[config.mk]
export PLATFORM = sky130hd
export DESIGN_NAME = dbgev_recorder
export DESIGN_NICKNAME = d
export VERILOG_FILES = /design/src/logic/dbgev_recorder.v
export VERILOG_INCLUDE_DIRS = /design/src /design/src/pkg
export SDC_FILE = /design/constraint.sdc
export NUM_CORES = 1
export LEC_CHECK = 0
export BUFFER_PORTS_ARGS = -buffer_cell sky130_fd_sc_hd__buf_4
export CAP_MARGIN = 25
export CORE_MARGIN = 10
export CORE_UTILIZATION = 38
export CTS_BUF_LIST = sky130_fd_sc_hd__clkbuf_8
export DETAILED_ROUTE_END_ITERATION = 16
export GPL_TIMING_DRIVEN = 0
export PLACE_DENSITY_LB_ADDON = 0.12
export SKIP_LAST_GASP = 1
export SLEW_MARGIN = 20
export SYNTH_ARGS = -nofsm -noshare
export SYNTH_HDL_FRONTEND = slang
export SYNTH_SLANG_ARGS = --single-unit
[constraint.sdc]
create_clock -name core_clk -period 3 [get_ports core_clk]
set_clock_uncertainty 0.05 [all_clocks]
set_input_delay 0.3 -clock core_clk [delete_from_list [all_inputs] [get_ports core_clk]]
set_output_delay 0.3 -clock core_clk [all_outputs]
set_load 0.02 [all_outputs]
[src/pkg/dbgev_defines.vh]
// constants of the debug event recorder: offsets, fields, reset values
`ifndef DBGEV_DEFINES_VH
`define DBGEV_DEFINES_VH

// register byte offsets
`define DBGEV_OFF_CTRL 8'h00
`define DBGEV_OFF_STAT 8'h04
`define DBGEV_OFF_EXT 8'h08
`define DBGEV_OFF_SAVE 8'h0C
`define DBGEV_OFF_FETCH 8'h10

// dbg_control0 fields
`define DBGEV_C_EXT_HALT 0
`define DBGEV_C_INT_MODE 1
`define DBGEV_C_INSTR_DONE_EVT_EN 2
`define DBGEV_C_IRQ_TAKEN_EVT_EN 3
`define DBGEV_C_RET_EN 4
`define DBGEV_CTRL_W 5
`define DBGEV_CTRL_RST 5'h00

// status fields, shared by internal and external status
`define DBGEV_S_INSTR_DONE 0
`define DBGEV_S_IRQ_TAKEN 1
`define DBGEV_S_IRQ_EXIT 2
`define DBGEV_S_UNCOND 3
`define DBGEV_S_IMPRECISE 4
`define DBGEV_STAT_W 5
`define DBGEV_STAT_RST 5'h00

`endif

[src/logic/dbgev_recorder.v]
// debug event detection and recording with an apb register slave
//
// Notes on behaviour
// [RULE1] completion event when enabled and instruction retires
// [RULE2] no completion for suppressed or self-saving instructions
// [RULE3] os call completes; debug save points to handler
// [RULE4] external mode: record, halt, fetch next instruction
// [RULE5] internal mode: completion only with irq allow
// [RULE6] mtmsr uses its new irq allow value
// [RULE7] control update by mtspr applies to itself
// [RULE8] return uses irq allow before it executes
// [RULE9] internal completion raises irq, saves next address
// [RULE10] irq taken: enabled, non-debug/critical/machine-check only
// [RULE11] external mode irq taken: halt at handler
// [RULE12] internal, allow set: irq, save handler address
// [RULE13] allow clear: conditional record, set imprecise
// [RULE14] delayed irq saves address after enabling instruction
// [RULE15] external status ignores irq allow bit
// [RULE16] return event when enabled, no higher exception
// [RULE17] external mode return: suppress, halt at return
// [RULE18] internal, allow set: irq, save return address
// [RULE19] return checks old allow; clear sets imprecise
// [RULE20] unconditional input rising edge in either mode
// [RULE21] unconditional event recorded regardless of allow
// [RULE22] external mode unconditional: halt, fetch next
// [RULE23] internal unconditional sets imprecise; irq if allowed
`timescale 1ns/1ps
`include "dbgev_defines.vh"
`default_nettype none

module dbgev_recorder #(
   parameter ADDR_W = 32
) (
   // clock and reset
   input wire core_clk,
   input wire reset_n,
   // apb slave
   input wire psel,
   input wire penable,
   input wire pwrite,
   input wire [7:0] paddr,
   input wire [31:0] pwdata,
   output reg [31:0] prdata,
   output reg pready,
   output reg pslverr,
   // retiring instruction from the pipeline
   input wire retire_valid,
   input wire retire_suppressed,
   input wire retire_saves_own_pc,
   input wire retire_is_os_call,
   input wire [ADDR_W-1:0] os_call_handler_addr,
   input wire [ADDR_W-1:0] retire_next_pc,
   input wire retire_is_mtmsr,
   input wire retire_ctl_wr,
   input wire [`DBGEV_CTRL_W-1:0] retire_ctl_data,
   // machine_state_reg allow bit before and after the instruction
   input wire dbg_irq_allow,
   input wire dbg_irq_allow_after,
   // operation type permits imprecise recording
   input wire op_records_imprecise,
   // non-critical interrupt taken
   input wire irq_taken_valid,
   input wire irq_is_noncrit,
   input wire [ADDR_W-1:0] irq_handler_addr,
   // return-from-interrupt attempt
   input wire rfi_valid,
   input wire rfi_higher_exc,
   input wire [ADDR_W-1:0] rfi_pc,
   // external debug controller
   input wire unconditional_evt_input,
   // results
   output reg dbg_irq,
   output reg [ADDR_W-1:0] dbg_save_pc,
   output reg halt_req,
   output reg [ADDR_W-1:0] next_fetch_addr,
   output reg suppress_rfi,
   output reg [`DBGEV_CTRL_W-1:0] dbg_control0,
   output reg [`DBGEV_STAT_W-1:0] dbg_event_status,
   output reg [`DBGEV_STAT_W-1:0] ext_dbg_event_status
);

   // ==========================================================
   // address decode
   // ==========================================================
   function [2:0] dec;
      input [7:0] a;
      begin
         if (a == `DBGEV_OFF_CTRL) begin
            dec = 3'h1;
         end else if (a == `DBGEV_OFF_STAT) begin
            dec = 3'h2;
         end else if (a == `DBGEV_OFF_EXT) begin
            dec = 3'h3;
         end else if (a == `DBGEV_OFF_SAVE) begin
            dec = 3'h4;
         end else if (a == `DBGEV_OFF_FETCH) begin
            dec = 3'h5;
         end else begin
            dec = 3'h0;
         end
      end
   endfunction

   // clear mask of a write-one-to-clear status register
   function [`DBGEV_STAT_W-1:0] clr_mask;
      input wr;
      input [31:0] d;
      begin
         if (wr) begin
            clr_mask = d[`DBGEV_STAT_W-1:0];
         end else begin
            clr_mask = {`DBGEV_STAT_W{1'b0}};
         end
      end
   endfunction

   // decoded register selects
   localparam [2:0] SEL_CTRL = 3'h1;
   localparam [2:0] SEL_STAT = 3'h2;
   localparam [2:0] SEL_EXT = 3'h3;
   localparam [2:0] SEL_SAVE = 3'h4;
   localparam [2:0] SEL_FETCH = 3'h5;

   wire [2:0] sel_setup = dec(paddr);
   wire acc_edge = psel & penable & pready;
   wire wr_edge = acc_edge & pwrite;
   wire wr_ctrl = wr_edge & (sel_setup == SEL_CTRL);
   wire wr_stat = wr_edge & (sel_setup == SEL_STAT);
   wire wr_ext = wr_edge & (sel_setup == SEL_EXT);

   // ==========================================================
   // effective enables for the retiring instruction
   // ==========================================================
   // mtspr sees its own new control value
   wire [`DBGEV_CTRL_W-1:0] ctl_eff =
      retire_ctl_wr ? retire_ctl_data : dbg_control0; // RULE7
   wire external_halt_mode = dbg_control0[`DBGEV_C_EXT_HALT];
   wire internal_dbg_mode = dbg_control0[`DBGEV_C_INT_MODE];
   wire edm_r = ctl_eff[`DBGEV_C_EXT_HALT];
   wire idm_r = ctl_eff[`DBGEV_C_INT_MODE];
   // mtmsr judged by its new allow; return by the old one
   wire de_r = retire_is_mtmsr ? dbg_irq_allow_after
                               : dbg_irq_allow; // RULE6 RULE8

   // ==========================================================
   // event conditions
   // ==========================================================
   // ==========================================================
   // instruction completion
   // ==========================================================
   wire instr_done_evt_cond = retire_valid & ctl_eff[`DBGEV_C_INSTR_DONE_EVT_EN] &
                    ~retire_suppressed & ~retire_saves_own_pc; // RULE1 RULE2
   wire instr_done_evt_ext = instr_done_evt_cond & edm_r; // RULE4
   wire instr_done_evt_int = instr_done_evt_cond & ~edm_r & idm_r & de_r; // RULE5
   // os call counts as done, save points at its handler
   wire [ADDR_W-1:0] instr_done_evt_pc = retire_is_os_call ? os_call_handler_addr
                                                 : retire_next_pc; // RULE3

   // ==========================================================
   // non-critical interrupt taken
   // ==========================================================
   wire irq_taken_evt_cond = irq_taken_valid & irq_is_noncrit &
                    dbg_control0[`DBGEV_C_IRQ_TAKEN_EVT_EN]; // RULE10
   wire irq_taken_evt_ext = irq_taken_evt_cond & external_halt_mode; // RULE11 RULE15
   wire irq_taken_evt_int_de = irq_taken_evt_cond & ~external_halt_mode & internal_dbg_mode & dbg_irq_allow; // RULE12
   wire irq_taken_evt_int_nd = irq_taken_evt_cond & ~external_halt_mode & internal_dbg_mode & ~dbg_irq_allow &
                      op_records_imprecise; // RULE13

   // ==========================================================
   // interrupt return
   // ==========================================================
   wire ret_cond = rfi_valid & ~rfi_higher_exc &
                   dbg_control0[`DBGEV_C_RET_EN]; // RULE16
   wire ret_ext = ret_cond & external_halt_mode; // RULE17 RULE15
   wire ret_int_de = ret_cond & ~external_halt_mode & internal_dbg_mode & dbg_irq_allow; // RULE18 RULE19
   wire ret_int_nd = ret_cond & ~external_halt_mode & internal_dbg_mode & ~dbg_irq_allow &
                     op_records_imprecise; // RULE19

   // ==========================================================
   // unconditional input
   // ==========================================================
   reg ude_prev_reg;
   wire ude_rise = unconditional_evt_input & ~ude_prev_reg;
   wire ude_cond = ude_rise & (external_halt_mode | internal_dbg_mode); // RULE20
   wire ude_ext = ude_cond & external_halt_mode; // RULE22
   wire ude_int = ude_cond & ~external_halt_mode; // RULE21 RULE23

   // ==========================================================
   // delayed interrupt
   // ==========================================================
   // delayed interrupt when allow is switched on with imprecise pending
   wire delayed = retire_valid & ~external_halt_mode & internal_dbg_mode & ~dbg_irq_allow &
                  dbg_irq_allow_after &
                  dbg_event_status[`DBGEV_S_IMPRECISE]; // RULE14

   // ==========================================================
   // status set terms
   // ==========================================================
   wire [`DBGEV_STAT_W-1:0] stat_set;
   wire [`DBGEV_STAT_W-1:0] ext_set;
   assign stat_set[`DBGEV_S_INSTR_DONE] = instr_done_evt_int;
   assign stat_set[`DBGEV_S_IRQ_TAKEN] = irq_taken_evt_int_de | irq_taken_evt_int_nd;
   assign stat_set[`DBGEV_S_IRQ_EXIT] = ret_int_de | ret_int_nd;
   assign stat_set[`DBGEV_S_UNCOND] = ude_int;
   assign stat_set[`DBGEV_S_IMPRECISE] =
      irq_taken_evt_int_nd | ret_int_nd | ude_int; // RULE13 RULE19 RULE23
   assign ext_set[`DBGEV_S_INSTR_DONE] = instr_done_evt_ext;
   assign ext_set[`DBGEV_S_IRQ_TAKEN] = irq_taken_evt_ext;
   assign ext_set[`DBGEV_S_IRQ_EXIT] = ret_ext;
   assign ext_set[`DBGEV_S_UNCOND] = ude_ext;
   assign ext_set[`DBGEV_S_IMPRECISE] = 1'b0;

   // ==========================================================
   // debug interrupt and halt selection
   // ==========================================================
   reg irq_next;
   reg [ADDR_W-1:0] save_next;
   reg halt_next;
   reg [ADDR_W-1:0] fetch_next;

   always @* begin
      irq_next = 1'b0;
      save_next = dbg_save_pc;
      if (irq_taken_evt_int_de) begin
         irq_next = 1'b1;
         save_next = irq_handler_addr; // RULE12
      end else if (ret_int_de) begin
         irq_next = 1'b1;
         save_next = rfi_pc; // RULE18
      end else if (instr_done_evt_int) begin
         irq_next = 1'b1;
         save_next = instr_done_evt_pc; // RULE9
      end else if (ude_int & dbg_irq_allow) begin
         irq_next = 1'b1;
         save_next = retire_next_pc; // RULE23
      end else if (delayed) begin
         irq_next = 1'b1;
         save_next = retire_next_pc; // RULE14
      end
   end

   always @* begin
      halt_next = 1'b0;
      fetch_next = next_fetch_addr;
      if (irq_taken_evt_ext) begin
         halt_next = 1'b1;
         fetch_next = irq_handler_addr; // RULE11
      end else if (ret_ext) begin
         halt_next = 1'b1;
         fetch_next = rfi_pc; // RULE17
      end else if (instr_done_evt_ext) begin
         halt_next = 1'b1;
         fetch_next = instr_done_evt_pc; // RULE4
      end else if (ude_ext) begin
         halt_next = 1'b1;
         fetch_next = retire_next_pc; // RULE22
      end
   end

   // ==========================================================
   // event state
   // ==========================================================
   // previous input level, idle low so reset makes no false edge
   always @(posedge core_clk or negedge reset_n) begin
      if (!reset_n) begin
         ude_prev_reg <= 1'b0;
      end else begin
         ude_prev_reg <= unconditional_evt_input;
      end
   end

   // interrupt and halt pulses with their addresses
   always @(posedge core_clk or negedge reset_n) begin
      if (!reset_n) begin
         dbg_irq <= 1'b0;
         dbg_save_pc <= {ADDR_W{1'b0}};
         halt_req <= 1'b0;
         next_fetch_addr <= {ADDR_W{1'b0}};
      end else begin
         dbg_irq <= irq_next;
         dbg_save_pc <= save_next;
         halt_req <= halt_next;
         next_fetch_addr <= fetch_next;
      end
   end

   // return must not execute when it halted or raised the debug interrupt
   always @(posedge core_clk or negedge reset_n) begin
      if (!reset_n) begin
         suppress_rfi <= 1'b0;
      end else begin
         suppress_rfi <= ret_ext | ret_int_de; // RULE17
      end
   end

   // control: pipeline mtspr wins over the bus
   always @(posedge core_clk or negedge reset_n) begin
      if (!reset_n) begin
         dbg_control0 <= `DBGEV_CTRL_RST;
      end else if (retire_valid & retire_ctl_wr) begin
         dbg_control0 <= retire_ctl_data;
      end else if (wr_ctrl) begin
         dbg_control0 <= pwdata[`DBGEV_CTRL_W-1:0];
      end
   end

   // status: write one to clear, a new event wins
   wire [`DBGEV_STAT_W-1:0] stat_clr = clr_mask(wr_stat, pwdata);
   wire [`DBGEV_STAT_W-1:0] ext_clr = clr_mask(wr_ext, pwdata);
   localparam [`DBGEV_STAT_W-1:0] STAT_RST = `DBGEV_STAT_RST;
   genvar gi;

   generate
      for (gi = 0; gi < `DBGEV_STAT_W; gi = gi + 1) begin : g_stat
         always @(posedge core_clk or negedge reset_n) begin
            if (!reset_n) begin
               dbg_event_status[gi] <= STAT_RST[gi];
               ext_dbg_event_status[gi] <= STAT_RST[gi];
            end else begin
               dbg_event_status[gi] <=
                  (dbg_event_status[gi] & ~stat_clr[gi]) | stat_set[gi];
               ext_dbg_event_status[gi] <=
                  (ext_dbg_event_status[gi] & ~ext_clr[gi]) | ext_set[gi];
            end
         end
      end
   endgenerate

   // ==========================================================
   // apb answer: one wait-free access phase after setup
   // ==========================================================
   reg [31:0] rd_mux;

   always @* begin
      rd_mux = 32'h00000000;
      if (sel_setup == SEL_CTRL) begin
         rd_mux[`DBGEV_CTRL_W-1:0] = dbg_control0;
      end else if (sel_setup == SEL_STAT) begin
         rd_mux[`DBGEV_STAT_W-1:0] = dbg_event_status;
      end else if (sel_setup == SEL_EXT) begin
         rd_mux[`DBGEV_STAT_W-1:0] = ext_dbg_event_status;
      end else if (sel_setup == SEL_SAVE) begin
         rd_mux = dbg_save_pc[31:0];
      end else if (sel_setup == SEL_FETCH) begin
         rd_mux = next_fetch_addr[31:0];
      end else begin
         rd_mux = 32'h00000000;
      end
   end

   always @(posedge core_clk or negedge reset_n) begin
      if (!reset_n) begin
         prdata <= 32'h00000000;
         pready <= 1'b0;
         pslverr <= 1'b0;
      end else begin
         pready <= psel & ~penable;
         pslverr <= psel & ~penable & (sel_setup == 3'h0);
         if (psel & ~penable & ~pwrite) begin
            prdata <= rd_mux;
         end
      end
   end

endmodule // dbgev_recorder

`default_nettype wire

==> out/qor.csv, run 1 <==
stage,metric,value,unit
status,status,"complete, no violations",
setup_path,startpoint,dbg_control0[0]$_DFFE_PN0P_,
route,drtAntennaViolNets,0,
setup_path,r2r-start,dbg_control0[0]$_DFFE_PN0P_,
die,core,16500,um^2
die,die_area,22300,um^2
power_and_ir_drop,peakVddDrop,0.302,mV
setup_path,critPathLaunchType,register,
clock_tree,cts_max_level,4,
clock_tree,cts_buffer_depth,2,
logic_synthesis,synth_edf_count,0,
final_layout,fillers,1627,
clock_tree,cts.reportedPaths.clkPinSlew,0.08,ns
logic_synthesis,synth_top_family_by_area,compound AO/OA/AOI/OAI gates,
min_path,min_path_type,input port to register,
clock_tree,cts_tree,built,
clock_tree,cts_sinks,117,
clock_tree,root_buffer,clkbuf_8,
logic_synthesis,synth_simple_gate_area_share,18.2,%
timing,maxSlewViolCount,0,
timing,worstMarginPinSlew,0.956,ns
global_routing,track_usage,26.1,%
route,routed_via_density,5.86,
final_layout,top_regs,"dbg_save_pc x32, next_fetch_addr x32, prdata x32",
global_routing,grt_max_degree,66,
run,drv_cap,0,
die,floorplan.initialDensity,38.5,%
route,vias,7231,
placement,io_buffers,278,
logic_synthesis,ys_seq_area_share,46.1,%
timing,relSlewSlack,35.8,%
final_layout,fin_cells,1234,
global_routing,grt_pass1_wl,44400,um
global_routing,grt_pass1_vias,7312,
power_and_ir_drop,leakage,4.15,nW
logic_synthesis,synth_mux_area_share,5.88,%
power_and_ir_drop,powerDensity,693,nW/um^2
setup_path,arrival,3.13,ns
placement,dp_hpwl,22700,um
global_routing,antenna_found_initial,0,
die,ios,308,
logic_synthesis,ys.flop_type,dfrtp_1,
route,dr.pass1.iters,5,
logic_synthesis,synth_seq_cells,117,
setup_path,crit_type,register to register,
timing,min_period_over_period,95.2,%
clock_tree,cts_setup_buffers,0,
logic_synthesis,synth_area,6350,um^2
logic_synthesis,synthCells,698,
timing,finalHoldViolCount,0,
final_layout,area_growth,46.2,%
setup_path,worstPathMaxFanout,10,
die,die_h,149,um
clock_tree,clock_latency,0.45,ns
final_layout,drive_gt1_share,32.7,%
logic_synthesis,synth_xor_area_share,0,%
timing,tns,0,ns
timing,finalCriticalPeriod,2.85,ns
logic_synthesis,yosys_warnings,0,
timing,rsz0062_at_grt,no,
logic_synthesis,async_flop_share,100,%
logic_synthesis,synth_fa_ha_area_share,0,%
die,fp.dieW,149,um
route,drc_errors,0,
placement,place_inst,1197,
die,row_count,47,
timing,fmax,350,MHz
placement,routabilityCongestion,0.953,
global_routing,grt-ovfl-total,0,
setup_path,cp_data_required_time,3.27,ns
timing,setup_viol,0,
logic_synthesis,syn_area_per_cell,9.09,um^2
logic_synthesis,synth_compound_area_share,25.9,%
clock_tree,cts_buffers,17,
route,drt-initial-drc-count,624,
final_layout,finalNetCount,1192,
min_path,hp-start,irq_handler_addr[27],
route,drt-total-wl,30300,um
setup_path,end_kind,register,
route,routedWlPerCell,24.6,um
logic_synthesis,synth_nets,890,
logic_synthesis,yosysUniqueCellTypes,46,
## stage by stage
stage | setup WS (ns) | util (%) | instance area [um^2] | hold WS, ns | power, mW
4_1_cts | 0.154 | 56.2 | 9250 | 0.0260 | 6.44
3_3_place_gp | 0.0401 | 52.9 | 8710 | 0.381 | 4.69
3_5_place_dp | 0.0152 | 53.1 | 8740 | 0.298 | 4.72
2_1_floorplan | 0.812 | - | 6350 | -0.0456 | 3.44
5_1_grt | 0.0139 | 56.3 | 9270 | 0.0263 | 6.70
6_report | 0.145 | 56.3 | 9280 | 0.0400 | 6.42
## logic make-up after synthesis
kind of cell,Yosys count
DFF,117
buffers and inverters,61
AOI/OAI and AO/OA,236
and+or+nand+nor,247
muxes,37
## power breakdown
group / internal (mW) / total [mW] / switching, mW
clock: 1.02 / 1.73 / 0.709
sequential: 2.00 / 2.44 / 0.438
combinational: 1.00 / 2.25 / 1.25
total: 4.02 / 6.42 / 2.40
## layout make-up
cell class	instances	area (um^2)	area share [%]
clock inverter	10	168	1.81
tap	220	275	2.97
sequential	117	2930	31.6
antenna	1	2.50	0.0270
timing repair buffer	283	2160	23.3
inverter	3	11.3	0.121
buffer	58	231	2.50
clock buffer	22	303	3.26
multi-input combinational	520	3200	34.5
## cells in the mapped netlist (2+ instances only)
cell	n	area [um^2]
a21oi_1	18	90.1
a32oi_1	2	17.5
a211o_1	2	17.5
a31oi_1	12	75.1
dfrtp_1	117	2930
mux2_2	2	22.5
nand3b_1	7	52.6
a22oi_1	27	203
o21ai_0	40	200
buf_2	11	55.1
buf_1	2	7.51
a22o_1	4	35.0
nor3_1	44	220
o41ai_1	20	175
o21bai_1	2	15.0
and4_1	2	17.5
nor2_1	60	225
nand4_1	3	18.8
a221oi_1	12	105
a21o_1	5	37.5
clkbuf_1	45	169
o22ai_1	43	269
mux2i_1	35	350
inv_1	3	11.3
o2bb2ai_1	3	26.3
nand2b_1	5	31.3
nor2b_1	3	18.8
a221o_1	9	90.1
a211oi_1	31	233
nand3_1	27	135
nand2_1	83	312
nor3b_1	5	37.5
## cells in the final DEF, fill, tap and decap left out, types with 17 or more instances in the layout
master,netlist,routed
o22ai_1,43,43
nor2_1,60,60
nand3_1,27,27
nand2_1,83,83
o41ai_1,20,20
dfrtp_1,117,117
clkbuf_8,0,22
buf_4,0,277
clkbuf_1,45,45
o21ai_0,40,40
nor3_1,44,43
a211oi_1,31,31
mux2i_1,35,35
a22oi_1,27,27
a21oi_1,18,17
## repair_timing
item                                    4_1_cts  5_1_grt
hold buffers                                  4        0
gates resized for setup                       0        4
endpoints found under the setup margin        0       27
hold endpoints to repair                     67        0
## worst max-delay path: stages, from the launching register on
cell and delay (ns):
dfrtp_1 0.35, clkbuf_1 0.37, mux2i_1 0.23, nor3_2 0.34, o21ai_1 0.41, nor2_1 0.47
buf_2 0.36, a211oi_1 0.12
## layer usage
metal / vias to the layer above / share of wire, % / GRT usage [%]
li1: 3260 / - / -
met5: - / 0 / 0
met1: 3527 / 41 / 32.6
met2: 386 / 46 / 41.2
met4: 0 / 2.2 / 8.59
met3: 58 / 11 / 9.01
## final timing paths
kind                                                   end  cells after the start  slack [ns]
setup / recovery            next_fetch_addr[8]$_DFFE_PN0P_                      7        0.15
hold / removal             next_fetch_addr[27]$_DFFE_PN0P_                      2        0.04
setup reg to reg            next_fetch_addr[8]$_DFFE_PN0P_                      7        0.15
hold reg to reg                      prdata[1]$_DFFE_PN0P_                      2        0.43
max in group asynchronous  next_fetch_addr[21]$_DFFE_PN0P_                      3        1.80
min in group asynchronous           prdata[24]$_DFFE_PN0P_                      2        0.37
(Power assumes the default switching activity.)
==> run 2, diff against run 1 <==
--- a/config.mk
+++ b/config.mk
@@ -9,7 +9,7 @@
 export BUFFER_PORTS_ARGS = -buffer_cell sky130_fd_sc_hd__buf_4
 export CAP_MARGIN = 25
 export CORE_MARGIN = 10
-export CORE_UTILIZATION = 38
+export CORE_UTILIZATION = 35
 export CTS_BUF_LIST = sky130_fd_sc_hd__clkbuf_8
 export DETAILED_ROUTE_END_ITERATION = 16
 export GPL_TIMING_DRIVEN = 0
==> run 2 against run 1 <==
Effect of this change:
- hold slack got worse by 0.0032 ns
- design area decreased by 0.65%
- wire length increased by 0.87%
- count of clock-buffer cells in the layout decreased by 4
- register-to-register slack about the same
- sequential cell count unchanged
- sequential share of layout area increased by 0.21 points
- via count decreased by 0.39%
- highest routed layer unchanged
==> out/qor.csv, run 2 (synthesis results as in run 1) <==
stage,metric,value,unit,change
timing,setup_viol,0,,unchanged
setup_path,r2r_slack,0.13,ns,about the same
clock_tree,root_buffer,clkbuf_8,,
run,drv_cap,0,,unchanged
global_routing,track_usage,24.5,%,-1.6 points
die,die_area,23900,um^2,+7.4%
min_path,hp-start,irq_handler_addr[23],,
setup_path,worstPathMaxFanout,10,,unchanged
route,drt-total-wl,30600,um,+0.87%
final_layout,fin_cells,1242,,+0.65%
timing,relSlewSlack,45.4,%,+9.5 points
power_and_ir_drop,leakage,4.13,nW,-0.38%
final_layout,mostFrequentLayoutCells,"buf_4, dfrtp_1, nand2_1",,
route,routedWlPerCell,24.6,um,+0.22%
global_routing,grt_pass1_vias,7347,,+0.48%
die,die_h,155,um,+3.6%
setup_path,critPathLaunchType,register,,
placement,place_inst,1206,,+0.75%
route,vias,7203,,-0.39%
final_layout,drive_gt1_share,32.8,%,+0.099 points
clock_tree,cts_max_level,4,,unchanged
timing,min_period_over_period,95.6,%,+0.46 points
global_routing,antenna_found_initial,0,,unchanged
min_path,min_path_type,input port to register,,
setup_path,crit_type,register to register,,
clock_tree,cts_tree,built,,
die,core,17900,um^2,+8.7%
global_routing,grt-ovfl-total,0,,unchanged
placement,routabilityCongestion,0.881,,-7.6%
route,drc_errors,0,,unchanged
global_routing,grt_max_degree,63,,-4.5%
setup_path,rr_endpoint,next_fetch_addr[9]$_DFFE_PN0P_,,
status,status,"complete, no violations",,
placement,dpl_cell_area,8750,um^2,+0.13%
timing,fmax,349,MHz,-0.48%
power_and_ir_drop,powerDensity,677,nW/um^2,-2.2%
placement,dp_hpwl,22800,um,+0.68%
clock_tree,clock_latency,0.45,ns,about the same
clock_tree,cts_sinks,117,,unchanged
route,drt-initial-drc-count,686,,+9.9%
setup_path,r2r-start,dbg_control0[0]$_DFFE_PN0P_,,
final_layout,top_regs,"dbg_save_pc x32, next_fetch_addr x32, prdata x32",,
setup_path,arrival,3.14,ns,about the same
die,fp.dieW,155,um,+3.6%
route,routed_via_density,5.80,,-1.0%
timing,finalCriticalPeriod,2.87,ns,+0.0139 ns
global_routing,grt_pass1_wl,44800,um,+0.86%
min_path,hold_path_end,next_fetch_addr[23]$_DFFE_PN0P_,,
setup_path,cp_data_required_time,3.27,ns,about the same
final_layout,finalNetCount,1192,,unchanged
timing,rsz0062_at_grt,no,,
clock_tree,cts_buffers,17,,unchanged
die,row_count,49,,+4.3%
final_layout,final_common_cell,buf_4,,
power_and_ir_drop,peakVddDrop,0.339,mV,+12%
timing,tns,0,ns,unchanged
timing,worstMarginPinSlew,0.813,ns,-0.143 ns
setup_path,end_kind,register,,
setup_path,worstRegToRegCells,7,,unchanged
placement,io_buffers,278,,unchanged
route,drtAntennaViolNets,0,,unchanged
timing,finalHoldViolCount,0,,unchanged
die,ios,308,,unchanged
min_path,hold_depth,2,,unchanged
route,dr.pass1.iters,5,,unchanged
final_layout,design_area,9220,um^2,-0.65%
final_layout,area_growth,45.2,%,
clock_tree,cts_buffer_depth,2,,unchanged
timing,maxSlewViolCount,0,,unchanged
die,floorplan.initialDensity,35.4,%,-3.1 points
clock_tree,cts.reportedPaths.clkPinSlew,0.08,ns,about the same
final_layout,antenna_cells,0,,-1
-- run 2: where the power goes --
group / internal (mW) / total (mW) / switching [mW]
logic: 1.00 / 2.27 / 1.27
clock network: 0.834 / 1.53 / 0.698
registers: 2.00 / 2.44 / 0.439
total: 3.84 / 6.24 / 2.40
-- run 2: layout make-up --
type                            count  area, um^2
Buffer                             57         230
Clock buffer                       18         248
Clock inverter                     14         161
Fill cell                        1779        8690
Inverter                            3        11.3
Multi-Input combinational cell    520        3180
Sequential cell                   117        2930
Tap cell                          229         287
Timing Repair Buffer              284        2170
-- run 2: worst max-delay path, cell delays in order (launching register included) --
cell	delay (ns)
dfrtp_1	0.35
clkbuf_1	0.39
mux2i_1	0.21
nor3_1	0.59
o21ai_1	0.30
nor2_2	0.34
buf_2	0.36
a211oi_1	0.14
-- run 2: how the worst max path moves through the flow --
stage	from	to	slack [ns]
floorplan	paddr[0]	dbg_event_status[4]$_DFF_PN0_	0.81
global placement	dbg_control0[0]$_DFFE_PN0P_	next_fetch_addr[3]$_DFFE_PN0P_	-0.09
detailed placement	dbg_control0[0]$_DFFE_PN0P_	next_fetch_addr[9]$_DFFE_PN0P_	-0.13
CTS	dbg_control0[0]$_DFFE_PN0P_	next_fetch_addr[9]$_DFFE_PN0P_	-0.01
global route	dbg_control0[0]$_DFFE_PN0P_	next_fetch_addr[9]$_DFFE_PN0P_	0.001
finish	dbg_control0[0]$_DFFE_PN0P_	next_fetch_addr[9]$_DFFE_PN0P_	0.13
-- run 2: layer usage --
metal,up-vias,share of wire (%),track usage [%]
met5,-,0,0
met3,42,10,7.43
met2,401,47,38.8
li1,3276,-,-
met1,3484,41,31.4
met4,0,1.6,7.29
-- run 2: repair_timing --
| action | in CTS | in global routing |
|---|---|---|
| buffers inserted | 0 | 0 |
| cloned | 0 | 0 |
| setup endpoints to repair | 20 | 19 |
| hold endpoints to repair | 58 | 0 |
| gates resized for setup | 2 | 2 |
| hold buffers | 4 | 0 |
-- run 2: through the flow --
step | hold WS [ns] | power [mW] | setup WS (ns) | util [%]
global route | 0.0141 | 6.56 | 0.00149 | 51.5
global placement | 0.379 | 4.71 | -0.0938 | 48.7
detailed placement | 0.256 | 4.73 | -0.129 | 48.9
floorplan | -0.0456 | 3.44 | 0.812 | -
CTS | 0.0120 | 6.28 | -0.00954 | 51.4
finish | 0.0367 | 6.24 | 0.132 | 51.5
